[config.mk]
export PLATFORM = sky130hd
export DESIGN_NAME = flash_status_poller
export DESIGN_NICKNAME = d
export VERILOG_FILES = /design/src/include/flash_status_pkg.sv /design/src/rtl/flash_status_poller.sv
export SDC_FILE = /design/constraint.sdc
export NUM_CORES = 1
export LEC_CHECK = 0
export BUFFER_PORTS_ARGS = -buffer_cell sky130_fd_sc_hd__buf_4
export CORE_ASPECT_RATIO = 2
export CORE_MARGIN = 2
export CORE_UTILIZATION = 55
export DETAILED_ROUTE_END_ITERATION = 10
export PLACE_DENSITY = 0.84
export SYNTH_ARGS = -nofsm -noshare
export SYNTH_HDL_FRONTEND = slang
export SYNTH_SLANG_ARGS = --single-unit
[constraint.sdc]
create_clock -name mclk -period 4.2 [get_ports mclk]
set_input_delay 0.42 -clock mclk [delete_from_list [all_inputs] [get_ports mclk]]
set_output_delay 0.42 -clock mclk [all_outputs]
set_load 0.05 [all_outputs]
[src/include/flash_status_pkg.sv]
package flash_status_pkg;
  // data bus bit positions of the status bits
  localparam int POLL_BIT = 7;
  localparam int TOGGLE_BIT = 6;
  localparam int TIMEOUT_BIT = 5;
  localparam int SECTOR_TOGGLE_BIT = 2;
  // bus widths
  localparam int ADDR_W = 20;
  localparam int DATA_W = 8;
  // command port register offsets
  localparam logic [3:0] REG_CTRL = 4'h0;
  localparam logic [3:0] REG_ADDR = 4'h1;
  localparam logic [3:0] REG_DATA = 4'h2;
  localparam logic [3:0] REG_STATUS = 4'h3;
  localparam logic [3:0] REG_LAST = 4'h4;
  // control register fields
  localparam int CTRL_START = 0;
  localparam int CTRL_MODE = 1;
  localparam int CTRL_RESET = 2;
  // status register fields
  localparam int ST_BUSY = 0;
  localparam int ST_DONE = 1;
  localparam int ST_FAIL = 2;
  localparam int ST_RDY = 3;
  // reset command code
  localparam logic [7:0] RESET_CODE = 8'hF0;
  // bus cycle timing in ns, rounded up to clocks
  localparam int CLK_NS = 10;
  localparam int STROBE_NS = 70;
  localparam int STROBE_CYC = (STROBE_NS + CLK_NS - 1) / CLK_NS;
  localparam int GAP_NS = 30;
  localparam int GAP_CYC = (GAP_NS + CLK_NS - 1) / CLK_NS;
  localparam int CNT_W = 4;
  localparam logic [CNT_W-1:0] STROBE_CNT = CNT_W'(STROBE_CYC - 1);
  localparam logic [CNT_W-1:0] GAP_CNT = CNT_W'(GAP_CYC - 1);
  localparam logic [CNT_W-1:0] CNT_ZERO = 4'h0;
  // polling sequencer states
  typedef enum logic [7:0] {
    S_IDLE = 8'h01,
    S_RD1 = 8'h02,
    S_RD2 = 8'h04,
    S_RD3 = 8'h08,
    S_DONE = 8'h10,
    S_FAIL = 8'h20,
    S_WRRST = 8'h40,
    S_GAP = 8'h80
  } poll_state_t;
endpackage

[src/rtl/flash_status_poller.sv]
// Chosen here: the register offsets and the plain strobed port.
`timescale 1ns/1ps
// Behaviour
// - host reads polling status at the program address
// - host reads erase polling inside a sector selected for erasure
// - after polling bit turns true, host reads again before trusting byte
// - read cycle framed by output strobe or chip select advances toggles
// - host reads twice, compares toggle bit; equal means done
// - toggling with timeout high: check once more, still toggling is failure
// - polling restarts with a fresh double read after interruption
// - data polling re-reads polling bit after seeing timeout bit set
// - single write of code F0 to any address returns to array read
module flash_status_poller
  import flash_status_pkg::*;
(
  // clock and reset
  input wire logic mclk,
  input wire logic rst_n,
  // command port
  input wire logic [3:0] reg_addr,
  input wire logic [31:0] reg_wdata,
  input wire logic reg_wr,
  input wire logic reg_rd,
  output logic [31:0] reg_rdata,
  // flash bus
  output logic [ADDR_W-1:0] fl_addr,
  input wire logic [DATA_W-1:0] fl_dq_in,
  output logic [DATA_W-1:0] fl_dq_out,
  output logic fl_dq_oe,
  output logic fl_ce_n,
  output logic fl_oe_n,
  output logic fl_we_n,
  input wire logic ready_busy_n
);

  poll_state_t state_q, state_d;
  logic [CNT_W-1:0] cnt_q, cnt_d;
  logic [ADDR_W-1:0] addr_q, addr_d;
  logic [DATA_W-1:0] exp_q, exp_d;
  logic [DATA_W-1:0] first_q, first_d;
  logic [DATA_W-1:0] last_q, last_d;
  logic mode_q, mode_d;
  logic done_q, done_d;
  logic fail_q, fail_d;
  logic two_q, two_d;
  logic rdy_q;
  logic [31:0] rdata_d;
  logic ce_d, oe_d, we_d, dqoe_d;
  logic [DATA_W-1:0] dqo_d;
  logic strobe_end;
  logic tgl_same;
  logic poll_true;

  assign strobe_end = (cnt_q == CNT_ZERO);
  // compare toggle bit of two successive reads
  assign tgl_same = (first_q[TOGGLE_BIT] == fl_dq_in[TOGGLE_BIT]);
  // polling bit matches the expected true value
  assign poll_true = (fl_dq_in[POLL_BIT] == exp_q[POLL_BIT]);

  always_comb begin
    state_d = state_q;
    cnt_d = strobe_end ? cnt_q : cnt_q - 4'h1;
    addr_d = addr_q;
    exp_d = exp_q;
    first_d = first_q;
    last_d = last_q;
    mode_d = mode_q;
    done_d = done_q;
    fail_d = fail_q;
    two_d = two_q;
    ce_d = 1'b1;
    oe_d = 1'b1;
    we_d = 1'b1;
    dqoe_d = 1'b0;
    dqo_d = fl_dq_out;
    if (reg_wr && reg_addr == REG_ADDR) begin
      addr_d = reg_wdata[ADDR_W-1:0];
    end
    if (reg_wr && reg_addr == REG_DATA) begin
      exp_d = reg_wdata[DATA_W-1:0];
    end
    case (state_q)
      S_IDLE: begin
        if (reg_wr && reg_addr == REG_CTRL && reg_wdata[CTRL_RESET]) begin
          state_d = S_WRRST;
          cnt_d = STROBE_CNT;
          fail_d = 1'b0;
        end else if (reg_wr && reg_addr == REG_CTRL && reg_wdata[CTRL_START]) begin
          // each start begins with a fresh double read
          state_d = S_RD1;
          mode_d = reg_wdata[CTRL_MODE];
          cnt_d = STROBE_CNT;
          done_d = 1'b0;
          fail_d = 1'b0;
          two_d = 1'b0;
        end
      end
      S_RD1, S_RD2, S_RD3: begin
        // reads framed by chip select and output strobe together
        ce_d = strobe_end;
        oe_d = strobe_end;
        if (strobe_end) begin
          last_d = fl_dq_in;
          first_d = fl_dq_in;
          // at least two reads before any timeout verdict
          two_d = (state_q != S_RD1);
          state_d = S_GAP;
          cnt_d = GAP_CNT;
          if (state_q == S_RD1) begin
            mode_d = mode_q;
          end else if (mode_q) begin
            // data polling, re-read after timeout bit seen
            if (poll_true && state_q == S_RD3) begin
              done_d = 1'b1;
              state_d = S_DONE;
            end else if (fl_dq_in[TIMEOUT_BIT] && state_q == S_RD3) begin
              fail_d = 1'b1;
              state_d = S_FAIL;
            end
          end else if (tgl_same) begin
            done_d = 1'b1;
            state_d = S_DONE;
          end else if (state_q == S_RD3) begin
            fail_d = 1'b1;
            state_d = S_FAIL;
          end
        end
      end
      S_GAP: begin
        if (strobe_end) begin
          cnt_d = STROBE_CNT;
          if (done_q) begin
            state_d = S_DONE;
          end else if (mode_q && last_q[POLL_BIT] == exp_q[POLL_BIT]) begin
            // poll bit true: one more read for the full byte
            state_d = S_RD3;
          end else if (!mode_q && two_q && last_q[TIMEOUT_BIT]) begin
            state_d = S_RD3;
          end else if (mode_q && two_q && last_q[TIMEOUT_BIT]) begin
            state_d = S_RD3;
          end else begin
            state_d = S_RD2;
          end
        end
      end
      S_DONE, S_FAIL: begin
        state_d = S_IDLE;
      end
      S_WRRST: begin
        // single write cycle of reset code to any address
        ce_d = strobe_end;
        we_d = strobe_end;
        dqoe_d = !strobe_end;
        dqo_d = RESET_CODE;
        if (strobe_end) begin
          state_d = S_IDLE;
        end
      end
      default: begin
        state_d = S_IDLE;
      end
    endcase
  end

  always_comb begin
    rdata_d = 32'h0;
    case (reg_addr)
      REG_CTRL: rdata_d[CTRL_MODE] = mode_q;
      REG_ADDR: rdata_d[ADDR_W-1:0] = addr_q;
      REG_DATA: rdata_d[DATA_W-1:0] = exp_q;
      REG_STATUS: begin
        rdata_d[ST_BUSY] = (state_q != S_IDLE);
        rdata_d[ST_DONE] = done_q;
        rdata_d[ST_FAIL] = fail_q;
        rdata_d[ST_RDY] = rdy_q;
      end
      REG_LAST: rdata_d[DATA_W-1:0] = last_q;
      default: rdata_d = 32'h0;
    endcase
  end

  always_ff @(posedge mclk) begin
    if (!rst_n) begin
      state_q <= S_IDLE;
      cnt_q <= CNT_ZERO;
      addr_q <= '0;
      exp_q <= '0;
      first_q <= '0;
      last_q <= '0;
      mode_q <= 1'b0;
      done_q <= 1'b0;
      fail_q <= 1'b0;
      two_q <= 1'b0;
      rdy_q <= 1'b0;
      reg_rdata <= 32'h0;
      fl_addr <= '0;
      fl_dq_out <= '0;
      fl_dq_oe <= 1'b0;
      fl_ce_n <= 1'b1;
      fl_oe_n <= 1'b1;
      fl_we_n <= 1'b1;
    end else begin
      state_q <= state_d;
      cnt_q <= cnt_d;
      addr_q <= addr_d;
      exp_q <= exp_d;
      first_q <= first_d;
      last_q <= last_d;
      mode_q <= mode_d;
      done_q <= done_d;
      fail_q <= fail_d;
      two_q <= two_d;
      rdy_q <= ready_busy_n;
      reg_rdata <= reg_rd ? rdata_d : 32'h0;
      // status reads at the program or erase-sector address
      fl_addr <= addr_q;
      fl_dq_out <= dqo_d;
      fl_dq_oe <= dqoe_d;
      fl_ce_n <= ce_d;
      fl_oe_n <= oe_d;
      fl_we_n <= we_d;
    end
  end

  reset_write_a: assert property (@(posedge mclk) disable iff (!rst_n)
    !fl_we_n |-> fl_dq_oe && fl_dq_out == RESET_CODE && !fl_ce_n)
    else $error("reset write without reset code");
  read_no_write_a: assert property (@(posedge mclk) disable iff (!rst_n)
    !fl_oe_n |-> fl_we_n && !fl_dq_oe && !fl_ce_n)
    else $error("read strobe with write active");
  fail_after_three_a: assert property (@(posedge mclk) disable iff (!rst_n)
    state_q == S_FAIL |-> $past(state_q) == S_RD3)
    else $error("failure without recheck");
  restart_double_a: assert property (@(posedge mclk) disable iff (!rst_n)
    state_q == S_IDLE && state_d == S_RD1 |=> ##[1:8] !fl_oe_n)
    else $error("start without first read");
  addr_held_a: assert property (@(posedge mclk) disable iff (!rst_n)
    !fl_oe_n && !$past(fl_oe_n) |-> $stable(fl_addr))
    else $error("address moved during read");
  done_needs_reread_a: assert property (@(posedge mclk) disable iff (!rst_n)
    mode_q && state_q == S_DONE |-> $past(state_q, 2) == S_RD3 || $past(state_q) == S_RD3)
    else $error("poll done without reread");

  gap_strobes_high_a: assert property (@(posedge mclk) disable iff (!rst_n)
    state_q == S_GAP |-> fl_ce_n && fl_oe_n)
    else $error("strobe low in gap");
  idle_bus_quiet_a: assert property (@(posedge mclk) disable iff (!rst_n)
    state_q == S_IDLE |-> fl_ce_n && fl_oe_n && fl_we_n && !fl_dq_oe)
    else $error("bus active while idle");
  read_length_a: assert property (@(posedge mclk) disable iff (!rst_n)
    $fell(fl_oe_n) |-> !fl_oe_n [*6] ##1 fl_oe_n)
    else $error("read strobe length wrong");
  write_length_a: assert property (@(posedge mclk) disable iff (!rst_n)
    $fell(fl_we_n) |-> !fl_we_n [*6] ##1 fl_we_n)
    else $error("reset write length wrong");
  gap_length_a: assert property (@(posedge mclk) disable iff (!rst_n)
    $rose(fl_oe_n) |-> fl_oe_n [*4])
    else $error("gap between reads too short");
  oe_with_ce_a: assert property (@(posedge mclk) disable iff (!rst_n)
    fl_we_n |-> fl_oe_n == fl_ce_n)
    else $error("read not framed by both strobes");
  dq_drive_write_a: assert property (@(posedge mclk) disable iff (!rst_n)
    fl_we_n == !fl_dq_oe)
    else $error("data driven outside reset write");
  fail_needs_timeout_a: assert property (@(posedge mclk) disable iff (!rst_n)
    state_q == S_FAIL |-> last_q[TIMEOUT_BIT])
    else $error("failure without timeout bit");
  done_poll_true_a: assert property (@(posedge mclk) disable iff (!rst_n)
    mode_q && state_q == S_DONE |-> last_q[POLL_BIT] == exp_q[POLL_BIT])
    else $error("poll done with wrong bit");
  recheck_two_reads_a: assert property (@(posedge mclk) disable iff (!rst_n)
    !mode_q && state_q == S_RD3 |-> two_q)
    else $error("recheck before two reads");
  ready_follows_a: assert property (@(posedge mclk) disable iff (!rst_n)
    $past(rst_n) |-> rdy_q == $past(ready_busy_n))
    else $error("ready status not tracking line");
  start_clears_a: assert property (@(posedge mclk) disable iff (!rst_n)
    state_q == S_RD1 && $past(state_q) == S_IDLE |-> !done_q && !fail_q)
    else $error("stale result at start");
  mode_held_a: assert property (@(posedge mclk) disable iff (!rst_n)
    state_q != S_IDLE && $past(state_q) != S_IDLE |-> $stable(mode_q))
    else $error("mode changed during polling");

endmodule

==> results of run 1 <==
==> worst register-to-register path: cells and delay by family (launching register included) <==
kind / cells / cell delay (ns)
buffers and inverters: 1 / 0.07
DFF: 1 / 0.31
and+or+nand+nor: 3 / 1.45
adders and majority gates: 1 / 0.19
muxes: 1 / 0.33
==> logic make-up (layout without fill, tap and decap cells) <==
family / count (synthesis) / after routing / synth area share [%]
and+or+nand+nor: 180 / 180 / 23.68
AOI/OAI and AO/OA: 70 / 70 / 11.47
buffers and inverters: 42 / 105 / 6.247
DFF: 98 / 98 / 50.24
muxes: 22 / 22 / 6.056
other: 1 / 16 / 0.09603
xor gates and xnor gates: 7 / 7 / 1.570
adders and majority gates: 2 / 2 / 0.6407
==> metal layers <==
| metal | vias up | track usage, % | share of wire (%) |
|---|---|---|---|
| li1 | 1547 | - | - |
| met1 | 1520 | 24.52 | 36 |
| met2 | 116 | 44.21 | 54 |
| met3 | 31 | 3.913 | 4.3 |
| met4 | 0 | 17.66 | 5.3 |
| met5 | - | 0 | 0 |
==> worst paths after layout <==
kind | end | slack (ns)
worst max-delay path | last_q[7]$_SDFFE_PN0P_ | 1.72
worst min-delay path | rdy_q$_SDFF_PN0_ | 0.29
worst max register to register | last_q[7]$_SDFFE_PN0P_ | 1.72
worst min register to register | addr_q[19]$_SDFFE_PN0P_ | 0.46
==> state kept, by name, summed over array words and instances (netlist names) <==
register and cells:
reg_rdata 20, fl_oe_n 1, cnt_q 4, fail_q 1, two_q 1, done_q 1
last_q 8, fl_dq_out 1, rdy_q 1, fl_dq_oe 1, fl_addr 20, mode_q 1
state_q 8, fl_we_n 1, exp_q 8, addr_q 20, fl_ce_n 1
==> per-stage QoR <==
| stage | worst slack (ns) | utilization (%) |
|---|---|---|
| floorplan | 2.374 | - |
| global placement | 1.821 | 65.04 |
| detailed placement | 1.774 | 65.04 |
| CTS | 1.704 | 69.80 |
| global route | 1.506 | 69.80 |
| finish | 1.722 | 69.80 |
==> power groups by stage <==
| stage | clock network [W] | logic (W) | registers, W |
|---|---|---|---|
| 3_3_place_gp | 0 | 0.000227 | 0.000983 |
| 6_report | 0.000891 | 0.000235 | 0.000964 |
| 3_5_place_dp | 0 | 0.000233 | 0.000985 |
| 2_1_floorplan | 0 | 0.000191 | 0.000986 |
| 4_1_cts | 0.000894 | 0.000234 | 0.000963 |
| 5_1_grt | 0.000938 | 0.000256 | 0.000966 |
==> placed cells by master (no fill, tap or decap), types with 6 or more instances in the layout <==
| master | instances |
|---|---|
| sky130_fd_sc_hd__buf_4 | 84 |
| sky130_fd_sc_hd__a21oi_1 | 28 |
| sky130_fd_sc_hd__nor2b_1 | 6 |
| sky130_fd_sc_hd__nand2_1 | 55 |
| sky130_fd_sc_hd__nor2_1 | 45 |
| sky130_fd_sc_hd__mux2i_1 | 18 |
| sky130_fd_sc_hd__conb_1 | 16 |
| sky130_fd_sc_hd__dfxtp_1 | 98 |
| sky130_fd_sc_hd__o21ai_0 | 6 |
| sky130_fd_sc_hd__a22oi_1 | 8 |
| sky130_fd_sc_hd__clkbuf_16 | 9 |
| sky130_fd_sc_hd__and2_1 | 33 |
==> final cells by class <==
class / instances / area [um2]
clock inverter: 5 / 85.08
timing repair buffer: 84 / 630.6
tap: 90 / 112.6
multi-input combinational: 297 / 1755
clock buffer: 11 / 242.7
inverter: 5 / 18.77
fill: 577 / 2079
sequential: 98 / 1962
==> impl.org, run 1 <==
** GRT
- Entering global routing, the biggest net connects between 40 and 50 pins.
- The via count of the first global-routing pass is 3040.
- Wire length of the first global-routing pass :: 14500 um
- Global routing used 24.27% of the available tracks across all layers.
- The number of antenna violations at the first check in global routing is 0.
- The total overflow left after global routing is 0.

** Clocking
- Root buffer selected by CTS :: sky130_fd_sc_hd__clkbuf_16
- The later pin in the worst-skew pair is clocked with a latency of 0.34 ns.
- The clock tree synthesis step divided the H-tree into 3 levels.
- CTS saw 98 sinks.
- Number of buffers inserted for hold repair after clock tree synthesis :: 0
- The number of gates resized after CTS was 0.
- Buffers added to address setup during post-CTS repair amount to 0.
- Clock Tree Buf Depth :: 2
- After clock tree synthesis, the clock-pin slew on the worst setup and hold paths is about 0.070 ns.
- TritonCTS buffer count :: 9
- TritonCTS built the clock tree.

** Synth
- Largest area contributor in the netlist :: sky130_fd_sc_hd__dfxtp_1
- The average instance in the mapped netlist occupies 9.254 um2.
- Summed over its instances, the top area cell type makes up between 50 and 60% of the synthesized netlist area.
- The most common cell in the synthesized netlist is sky130_fd_sc_hd__dfxtp_1.
- Leading post-synthesis cells by instance count :: sky130_fd_sc_hd__dfxtp_1, sky130_fd_sc_hd__nand2_1, sky130_fd_sc_hd__nor2_1
- Among all flip-flop cells after synthesis, the most frequent one is sky130_fd_sc_hd__dfxtp_1.
- Summing the sequential cell areas from Yosys gives 50.24% of the chip area.
- Counting every instance in the synthesized netlist gives 422.
- The synthesized design contains 98 register bits.
- Library cells used by synthesis :: 60
- In the synthesized netlist the async set-or-reset flop fraction comes to 0%.
- For this run, the number of Yosys warnings is 0.
- Sorting the synthesized cells by area gives the leading types as sky130_fd_sc_hd__dfxtp_1, sky130_fd_sc_hd__and2_1, sky130_fd_sc_hd__nand2_1.
- Synthesized area :: about 3900 um2
- Number of enable-type register cells in the synthesized netlist :: 0

** Die
- After floorplanning, the core was divided into 43 placement rows.
- For this design the top-level I/O count stands at 113.
- Full die area :: 7831 um2
- The die is between 100 and 150 um tall.
- In this run the horizontal extent of the chip is 63.58 um.
- The initial utilization of the core area, before any placement, comes to a little under three fifths.
- In this run the standard cell core region covers 6887 um2.

** Setup path
- Sort of element at the end of the critical path :: flop
- The worst setup path is launched from a flop.
- For the worst setup path, the data required time is approximately 4.4 ns.
- The cell family contributing the most delay on the critical path is simple AND/OR/NAND/NOR gates.
- In this run the number of cells on the critical path is 6.
- On the worst path, the slowest cell contributes a delay of 0.85 ns.
- Traced cell by cell, the critical path runs through inv_1 > ha_1 > or3b_1 > nor3_2 > mux2i_1 > nor2_1.
- The critical path starts at cnt_q[0]$_SDFF_PN0_.
- Buffers & Inverters on Critical Path :: 1
- Of all nets on the critical path, the largest fanout is 11.
- Critical path start-end classification :: reg2reg
- The largest individual stage delay along the critical path comes from the cell sky130_fd_sc_hd__nor3_2.
- Measured in cells, the most critical reg-to-reg path has a length of 6.
- The startpoint identified for the worst register-to-register timing path is cnt_q[0]$_SDFF_PN0_.
- STA puts the critical path data arrival time at 2.68 ns.

** Place
- In this run the cell area measured after placement is 4479 um2.
- Number of I/O port buffers :: 84
- Total half-perimeter wirelength after legalization and detailed placement :: 6581 um
- Including well taps, the total number of placed cells is 574.
- Placer's final routability congestion estimate :: 0.9242

** STA
- Setup violations remaining at the end of the flow were counted as 0.
- On the final layout, the worst hold slack is 0.2860 ns.
- Final number of hold-violating endpoints :: 0
- In the final timing run, aggregate negative setup slack is 0 ns.
- At the pin with the least slew margin, the transition time is 1.030 ns.
- Final Max Slew Viols :: 0
- Setup repair after global routing left no endpoint under its margin.
- Tcrit/Tclk final :: approximately three fifths
- The routed design could run at a clock period as short as 2.478 ns.
- Worst slew margin :: 30.38%
- Maximum frequency from static timing analysis :: 403.5 MHz
- Clock tree skew after final layout :: 0.003517 ns

** Power and ir drop
- Sum of internal, switching and leakage power :: about 0.0021 W
- Pwr dens :: 434.7 nW/um2
- Summed over all nets, the switching power comes to 0.0005086 W.
- Relative contribution of combinational cells to total power :: 11.2%
- Of the total power, registers draw 46.1%.
- Of the total power, the share spent switching nets is around a quarter.
- Summed over all cells, the static leakage comes to 2.014 nW.
- Internal power comes to ~0.0016 W.
- Portion of total power attributed to the clock network :: 42.6%
- Max rail drop VDD :: 0.4352 mV

** Worst hold path
- In this run the most critical hold path is launched from ready_busy_n.
- WHS Path Cells :: 2
- Type of the worst min-delay path :: in2reg

** Run status
- The flow ran to the end, and the final reports show no timing, DRC or antenna violations.

** Finish
- The final layout contains roughly 550 nets.
- Layout cell share with drive strength beyond 1 :: 23.60%
- Leaving out filler cells and counting taps, the final layout contains 590.
- With fillers left out, the area of the finished cells amounts to slightly below 5000 um2.
- Relative to the synthesized area, the layout overhead comes to 23.10%.
- Antenna Cells :: 0

** Detailed routing
- Drt pass-1 iters :: 4
- After detailed routing, the average wire length per cell comes to 15.80 um.
- Drc violations :: 0
- After detailed routing, the number of vias per cell comes to 5.447.
- Total number of vias :: between 3000 and 4000
- Final routed wirelength across all metal layers :: a little over 9000 um
- Drt first-iter violations :: 161
- Number of nets still failing antenna checks after routing :: 0

** Job
- Max-cap check violation count :: 0
Note: power is estimated with default switching activity, not from simulation.
==> run 2: changes to the inputs <==
Settings changed: ABC_AREA set to 1, CORE_UTILIZATION 55 to 51, PLACE_DENSITY 0.84 to 0.79.
Clock period 4.2 ns to 2.3 ns, I/O delays scaled along.
==> run 2 against run 1 <==
Core utilization down 5.4 points. Final area up 0.34%. Register-to-register slack worse by 1.1 ns. Sequential cell count unchanged. First-iteration DRC count up 34%. Clock power up 57%. Cell count up 16%. Combinational power rose to 4.8 times the previous value. Non-clock buffer count up 4. Sequential power up 94%. Clock-buffer cell count unchanged.
==> impl.org, run 2 <==
** Clocking
- Post-CTS timing repair inserted 0 buffers for setup.
- In this run the clock root is driven by a sky130_fd_sc_hd__clkbuf_16.
- Clk slew on worst S/H paths :: 0.06 ns
- Hold repair after CTS inserted 0 buffers.
- Clk_lat worst skew :: 0.34 ns
- Cells resized by post-CTS repair :: 0
- TritonCTS buffer count :: 9
- H-Tree Depth :: 3
- Clock Tree Buf Depth :: 2
- TritonCTS clock tree :: yes
- Count of clock tree sinks :: 98

** STA
- Setup repair after global routing left no endpoint under its margin.
- For the pin with the worst max-slew slack, the measured transition is between 0.5 and 0.6 ns.
- The final-report max-slew violation count came to 0.
- Worst slew margin :: a little under two thirds
- The number of failing hold endpoints at the final stage came to 0.
- Timing would allow up to 599.9 MHz.
- Tcrit/Tclk final :: 72.47%
- Final setup slack of the worst path :: 0.6331 ns
- Minimum period implied by the final worst setup slack :: roughly 1.7 ns
- Between clock sinks in the finished design, the worst skew comes to around 0.0044 ns.
- Setup violations remaining at the end of the flow were counted as 0.
- On the final layout, the worst hold slack is roughly 0.07 ns.
- In the final timing run, aggregate negative setup slack is 0 ns.

** Die
- DIE WIDTH :: 65.91 um
- Full die area :: 8423 um2
- I/O Pins :: 113
- Cell Rows :: 45
- DIE HEIGHT :: 127.8 um
- The core region is 7488 um2.
- Effective utilization at floorplan :: 52.20%

** Synth
- Primary flip-flop cell chosen by synthesis mapping :: sky130_fd_sc_hd__dfxtp_1
- Post-synthesis sequential area ratio :: between 50% and 60%
- The commonest cells after synthesis are sky130_fd_sc_hd__dfxtp_1, sky130_fd_sc_hd__inv_1, sky130_fd_sc_hd__nand2_1.
- Number of enable-type register cells in the synthesized netlist :: 0
- In the synthesized netlist the async set-or-reset flop fraction comes to 0%.
- Synthesis warning total :: 0
- Averaged over all synthesized cells, the footprint is 7.755 um2.
- Yosys instantiated no cell more often than sky130_fd_sc_hd__dfxtp_1.
- #FFs+latches synth :: 98
- Mapped Cells :: 504
- sky130_fd_sc_hd__dfxtp_1 takes more of the synthesized area than any other cell.
- Library cells used by synthesis :: 36
- Top cells by area, synth :: sky130_fd_sc_hd__dfxtp_1, sky130_fd_sc_hd__inv_1, sky130_fd_sc_hd__nand2_1
- The mapped netlist covers a little under 4000 um2.
- The synthesized design devotes to its leading area cell type 50.19% of total area.

** Power and ir drop
- Pwr dens :: 910.7 nW/um2
- Combinational logic burns 25.4% of the power.
- Summed over all cells, the static leakage comes to 2.316 nW.
- Registers are responsible for 42.7% of the overall power.
- Portion of total power attributed to the clock network :: 31.9%
- Share of total power consumed by net switching :: 32.78%
- Across the VDD grid, the largest voltage drop is 0.5825 mV.
- Summed over all nets, the switching power comes to 0.001440 W.
- Cell internal power was estimated by the tool at 0.002953 W.

** Place
- Total half-perimeter wirelength after legalization and detailed placement :: 5660 um
- Worst slack, placed :: 0.6348 ns
- Placer's final routability congestion estimate :: 0.8337
- Input and output buffers added on the ports amount to 84.

** Detailed routing
- Number of nets still failing antenna checks after routing :: 0
- Total number of vias :: 3297
- The first detailed-routing pass ran for 4 iterations.
- The first routing iteration left 215 violations.
- Final routed wirelength across all metal layers :: 8043 um
- After detailed routing, the average wire length per cell comes to 11.76 um.
- After detailed routing, the number of vias per cell comes to 4.820.
- Drc violations :: 0

** Finish
- After filler insertion, the fill cell instance count of the layout stands at 688.
- The area growth from synthesis to layout is 23.40%.
- The top cell types in the final layout, fill and taps aside, are sky130_fd_sc_hd__dfxtp_1, sky130_fd_sc_hd__inv_1, sky130_fd_sc_hd__buf_4.
- Cells fill 64.41% of the core in the end.
- Net count reported at finish :: approximately 640
- Leaving out fill and tap cells, the most frequent cell in the layout is sky130_fd_sc_hd__dfxtp_1.
- The number of antenna diodes in the final layout is 0.
- Registers with the highest flip-flop counts :: addr_q x20, fl_addr x20, reg_rdata x20
- Layout cell share with drive strength beyond 1 :: between 20% and 30%

** Setup path
- STA puts the critical path data required time at ~2.5 ns.
- Buffers & Inverters on Critical Path :: 3
- Type of element launching the critical path :: flop
- Among the stages of the critical path, the cell type that occurs most often is sky130_fd_sc_hd__inv_1.
- R2R Path End :: state_q[7]$_SDFFE_PN0P_
- The startpoint identified for the worst register-to-register timing path is cnt_q[0]$_SDFF_PN0_.
- Number of gates on the worst path with buffers counted :: 9
- Launch point of the worst path :: cnt_q[0]$_SDFF_PN0_
- Cell-by-cell trace of the critical path :: inv_1 > ha_1 > nand3_2 > inv_1 > o21ai_1 > nor2_8 > inv_4 > a21oi_1 > nor2_1
- Register-to-register setup slack :: 0.63 ns
- The critical path ends at state_q[7]$_SDFFE_PN0P_.
- The cell family contributing the most delay on the critical path is simple AND/OR/NAND/NOR gates.
- STA puts the critical path data arrival time at 1.90 ns.
- The worst setup path is captured at a flop.
- Worst-path maximum fanout :: 9
- In this design, the stage delay of the slowest critical-path cell is 0.30 ns.
- The critical path is of the reg2reg type.
- For the worst flop-to-flop path, the logic depth is 9.
- Among all stages on the critical path, the largest delay is contributed by sky130_fd_sc_hd__dfxtp_1.

** GRT
- The via count of the first global-routing pass was 2990.
- Global route overflow :: 0
- GRT Total Usage :: 20.65%
- The number of antenna violations at the first check in global routing is 0.
- The first global-routing pass estimated about 13000 um of wire.
- Pin count of the biggest net entering global routing :: 48

** Worst hold path
- Type of the worst min-delay path :: in2reg

** Run status
- The run finished with clean final reports.

** Job
- Across the run, the number of max-cap violations was 0.
-- run 2: cell types whose count changed in the layout (fill, tap and decap cells not counted), sizes merged, moves of 16 or more --
cell   previous run  this run
o21ai             8        51
and2             33         0
a21oi            28        45
nand3             4        20
mux2i            18         0
nand2            56        76
inv               7        93
-- run 2: logic make-up after synthesis --
logic type | count (synthesis) | share of synthesized area, %
simple gates | 165 | 19.17
buf+inv | 126 | 14.12
compound gates | 109 | 15.11
xor+xnor | 3 | 0.6723
flops | 98 | 50.19
fa+ha+maj | 2 | 0.6401
other cells | 1 | 0.09594
-- run 2: how the worst min path moves through the flow --
stage / start / endpoint / slack [ns] / cells after the start
4_1_cts: ready_busy_n / rdy_q$_SDFF_PN0_ / 0.06 / 3
2_1_floorplan: ready_busy_n / rdy_q$_SDFF_PN0_ / 0.33 / 2
3_3_place_gp: addr_q[13]$_SDFFE_PN0P_ / fl_addr[13]$_SDFF_PN0_ / 0.41 / 2
3_5_place_dp: addr_q[12]$_SDFFE_PN0P_ / fl_addr[12]$_SDFF_PN0_ / 0.42 / 2
5_1_grt: ready_busy_n / rdy_q$_SDFF_PN0_ / 0.11 / 3
6_report: ready_busy_n / rdy_q$_SDFF_PN0_ / 0.07 / 3
-- run 2: worst reg2reg max path, cell delays in order, from the launching register on --
cell and delay, ns:
sky130_fd_sc_hd__dfxtp_1 0.30, sky130_fd_sc_hd__inv_1 0.09, sky130_fd_sc_hd__ha_1 0.20, sky130_fd_sc_hd__nand3_2 0.21
sky130_fd_sc_hd__inv_1 0.18, sky130_fd_sc_hd__o21ai_1 0.17, sky130_fd_sc_hd__nor2_8 0.20, sky130_fd_sc_hd__inv_4 0.06
sky130_fd_sc_hd__a21oi_1 0.12, sky130_fd_sc_hd__nor2_1 0.05
-- run 2: layer usage --
layer / GRT usage, % / vias to the layer above / routed length, um
met5: 0 / - / 0
met4: 9.191 / 0 / 180
met3: 6.321 / 16 / 546
met2: 32.44 / 91 / 3836
met1: 25.69 / 1481 / 3480
li1: - / 1709 / -
-- run 2: power groups by stage --
stage / logic (W) / clock network (W) / registers, W
after floorplan: 0.000875 / 0 / 0.00193
after global placement: 0.00108 / 0 / 0.00191
after detailed placement: 0.00110 / 0 / 0.00191
after CTS: 0.00111 / 0.00142 / 0.00187
after global routing: 0.00127 / 0.00149 / 0.00189
final: 0.00112 / 0.00140 / 0.00187
-- run 2: cell type report --
type / instances / area, um2 / area share [%]
inverters: 93 / 351.6 / 7.289
clock buffers: 11 / 242.7 / 5.032
repair buffers: 88 / 660.6 / 13.70
flip-flops and latches: 98 / 1962 / 40.67
well taps: 94 / 117.6 / 2.438
clock inverters: 5 / 37.54 / 0.7782
multi-input cells: 295 / 1451 / 30.09
-- run 2: stage by stage --
stage                     area [um2]  std cells  power [W]
after CTS                       4823        684   0.004411
after global routing            4823        684   0.004646
after floorplan                 3965        519   0.002806
after global placement          4543        668   0.002989
after detailed placement        4543        668   0.003016
final                           4823        684   0.004393
==> run 3: changes to the inputs <==
Settings changed: CORE_UTILIZATION 51 to 46, PLACE_DENSITY 0.79 to 0.75.
Clock period 2.3 ns to 1.5 ns, I/O delays scaled along.
==> run 3 against run 2 <==
The flow now finishes with violations (negative setup slack). Maximum frequency increased by 4.3%. Register-to-register slack got worse by 0.73 ns. Clock-buffer cell count decreased by 1. Die area is 10% higher. Sequential power grew 56%. Sequential share of layout area shrank 3.8 points. Critical path depth did not move. Cell count up 5.4%. Hold slack worse by 0.043 ns. Clock skew up 0.0033 ns. Largest cell class unchanged. Via count increased by 9.5%.
==> impl.org, run 3 (same netlist as run 2, synthesis figures left out) <==
** GRT
- Global routing used 20.35% of the available tracks.
- Met3 layer usage reported by global route :: 3.681%
- Wire length of the first global-routing pass :: around 15000 um
- Entering global routing, the biggest net connects 41 pins.
- After global routing the overflow that remains totals 0.
- Most used routing layer in global routing :: met2
- For this run, global-route usage on met1 was measured as 20.21%.
- The number of antenna violations at the first check in global routing came to 0.
- The via count of the first global-routing pass is 3381.
- Met2 GRT Util :: 38.35%

** STA
- Min Hold Slack :: 0.02934 ns
- Timing would allow up to around 630 MHz.
- Setup Viol. Count Final :: 5
- Minimum period implied by the final worst setup slack :: 1.597 ns
- The worst pin sits at a relative slew slack of a little under three fifths.
- Final Max Slew Viols :: 0
- Setup repair after global routing could not meet its margin everywhere.
- For the final database, setup skew stands at 0.007669 ns.
- Tcrit/Tclk final :: 106.5%
- At the pin with the least slew margin, the transition time is between 0.6 and 0.7 ns.
- Final setup slack of the worst path :: -0.09748 ns
- The number of failing hold endpoints at the final stage is 0.

** Power and ir drop
- Across the VDD grid, the largest voltage drop is between 1 and 1.5 mV.
- Internal cell power :: between 0.005 and 0.006 W
- Power spread over the standard cell area amounts to 1502 nW/um2.
- The share of total power dissipated in the clock network is 28.2%.
- Register share of total power :: 36.2%
- Standby leakage power :: 2.537 nW
- Relative contribution of combinational cells to total power :: 35.6%
- Summed over all nets, the switching power comes to 0.002708 W.
- Net switching is 33.74% of the power.

** Finish
- Final-layout fill cell count :: 699
- At the end of the flow the core is filled with cells to 64.46%.
- Cells with a size suffix above 1 make up 31.46% of the layout.
- The repair_antennas step left the layout with diodes totalling 0.
- Net count reported at finish :: 669
- The area growth from synthesis to layout is 36.75%.
- Most common cell after layout, fill and taps aside :: sky130_fd_sc_hd__buf_4
- In the final layout, the registers with the most flip-flops are addr_q x20, fl_addr x20, reg_rdata x20.
- Leaving out fill and tap cells, the most frequent cells in the layout are sky130_fd_sc_hd__buf_4, sky130_fd_sc_hd__dfxtp_1, sky130_fd_sc_hd__inv_1.

** Die
- Core area :: 8292 um2
- Cell Rows :: 47
- The die covers 9295 um2.
- I/O Pins :: 113
- The initial utilization of the core area, before any placement, comes to 47.14%.
- DIE WIDTH :: slightly below 70 um
- DIE HEIGHT :: around 130 um

** Setup path
- Endpoint arrival time on the critical path :: 1.82 ns
- Together, buffers and inverters on the worst path number 1.
- The largest single stage delay on the critical path is 0.33 ns.
- Cells on worst reg2reg path :: 9
- Cell-by-cell trace of the critical path :: nor2_2 > nand2_2 > buf_4 > nor2_1 > nor2_1 > nand2_2 > nand3_2 > o21ai_1 > a21oi_1
- Largest delay share family, worst path :: simple AND/OR/NAND/NOR gates
- Number of gates on the worst path with buffers counted :: 9
- The worst setup path is launched from a flop.
- Slowest cell on crit path :: sky130_fd_sc_hd__dfxtp_2
- STA puts the critical path data required time at 1.73 ns.
- Sort of element at the end of the critical path :: flop
- Worst-path maximum fanout :: 3
- The critical path is of the reg2reg type.

** Clocking
- Number of buffers inserted for hold repair after clock tree synthesis :: 0
- TritonCTS buffer count :: 9
- The H-tree was split into 3 levels.
- Counting every sink on the clock net gives between 90 and 100.
- Clk slew on worst S/H paths :: about 0.070 ns
- Clock Tree Buf Depth :: 2
- TritonCTS built the clock tree.
- Root buffer selected by CTS :: sky130_fd_sc_hd__clkbuf_16
- Clk_lat worst skew :: 0.34 ns

** Detailed routing
- Routed wire length per instance :: ~14 um
- The pre-antenna-repair detailed-routing pass consisted of 4 iterations.
- After detailed routing, the number of remaining DRC violations is 0.
- Vias per inst :: 5.008
- Detailed routing inserted a total of 3611 vias.
- Final routed wirelength across all metal layers :: 10210 um
- Number of nets still failing antenna checks after routing :: 0
- Drt first-iter violations :: 194

** Worst hold path
- Type of the worst min-delay path :: in2reg
- Counting instances, the worst hold path has a depth of 3.

** Job
- Across the run, the number of max-cap violations was 0.

** Run status
- The run finished, with violations left.
- Failing checks :: negative setup slack

** Place
- Number of I/O port buffers :: 84
- Total half-perimeter wirelength after legalization and detailed placement :: 6976 um
- At the end of routability-driven placement, the weighted congestion stood at 0.8578.
[run 3: cell count changes in the layout (fill, tap and decap cells not counted), sizes merged]
cell / before / now
clkinv: 3 / 5
clkinvlp: 2 / 0
buf: 88 / 121
clkbuf: 11 / 10
bufinv: 0 / 1
[run 3: path summary, 6_finish.rpt]
path	start	to	slack [ns]
hold reg to reg	addr_q[8]$_SDFFE_PN0P_	fl_addr[8]$_SDFF_PN0_	0.42
hold / removal	ready_busy_n	rdy_q$_SDFF_PN0_	0.03
setup / recovery	state_q[2]$_SDFFE_PN0P_	two_q$_SDFFE_PN0P_	-0.1
setup reg to reg	state_q[2]$_SDFFE_PN0P_	two_q$_SDFFE_PN0P_	-0.1
[run 3: power by group through the flow]
stage	registers, W	logic, W	clock network [W]
2_1_floorplan	0.00296	0.00135	0
3_3_place_gp	0.00292	0.00195	0
3_5_place_dp	0.00293	0.00200	0
4_1_cts	0.00288	0.00221	0.00230
5_1_grt	0.00292	0.00308	0.00241
6_report	0.00291	0.00286	0.00226
[run 3: layout make-up]
cell class	count	area [um2]	share of cell area (%)
timing repair buffer	121	960.9	17.98
inverter	93	356.6	6.671
tap	98	122.6	2.294
clock inverter	6	66.31	1.241
clock buffer	10	229.0	4.284
sequential	98	1972	36.89
multi-input combinational	295	1638	30.64
[run 3: worst reg2reg max path, cell delays in order (launching register included)]
cell	delay [ns]
sky130_fd_sc_hd__dfxtp_2	0.33
sky130_fd_sc_hd__nor2_2	0.19
sky130_fd_sc_hd__nand2_2	0.11
sky130_fd_sc_hd__buf_4	0.15
sky130_fd_sc_hd__nor2_1	0.22
sky130_fd_sc_hd__nor2_1	0.12
sky130_fd_sc_hd__nand2_2	0.09
sky130_fd_sc_hd__nand3_2	0.07
sky130_fd_sc_hd__o21ai_1	0.16
sky130_fd_sc_hd__a21oi_1	0.07
[run 3: metal layers]
metal  share of wire, %  wire, um
met2                 55      5571
met4                4.6       465
met5                  0         0
met1                 36      3663
met3                5.0       506
[run 3: stage by stage]
step | power, W | cells | area (um2) | setup WS, ns | setup TNS, ns
final | 0.008026 | 721 | 5345 | -0.09748 | -0.2324
after global routing | 0.008416 | 721 | 5345 | -0.1660 | -1.139
after CTS | 0.007389 | 713 | 5087 | 0.005443 | 0
after detailed placement | 0.004929 | 691 | 4695 | -0.04859 | -0.2311
after global placement | 0.004867 | 691 | 4695 | -0.02309 | -0.02309
after floorplan | 0.004308 | 519 | 3969 | 0.07327 | 0
[run 3: timing repair]
item	CTS	global route
setup endpoints to repair	18	14
endpoints found under the hold margin	0	0
pin swaps	5	21
resized for setup	12	56
setup buffers	6	8
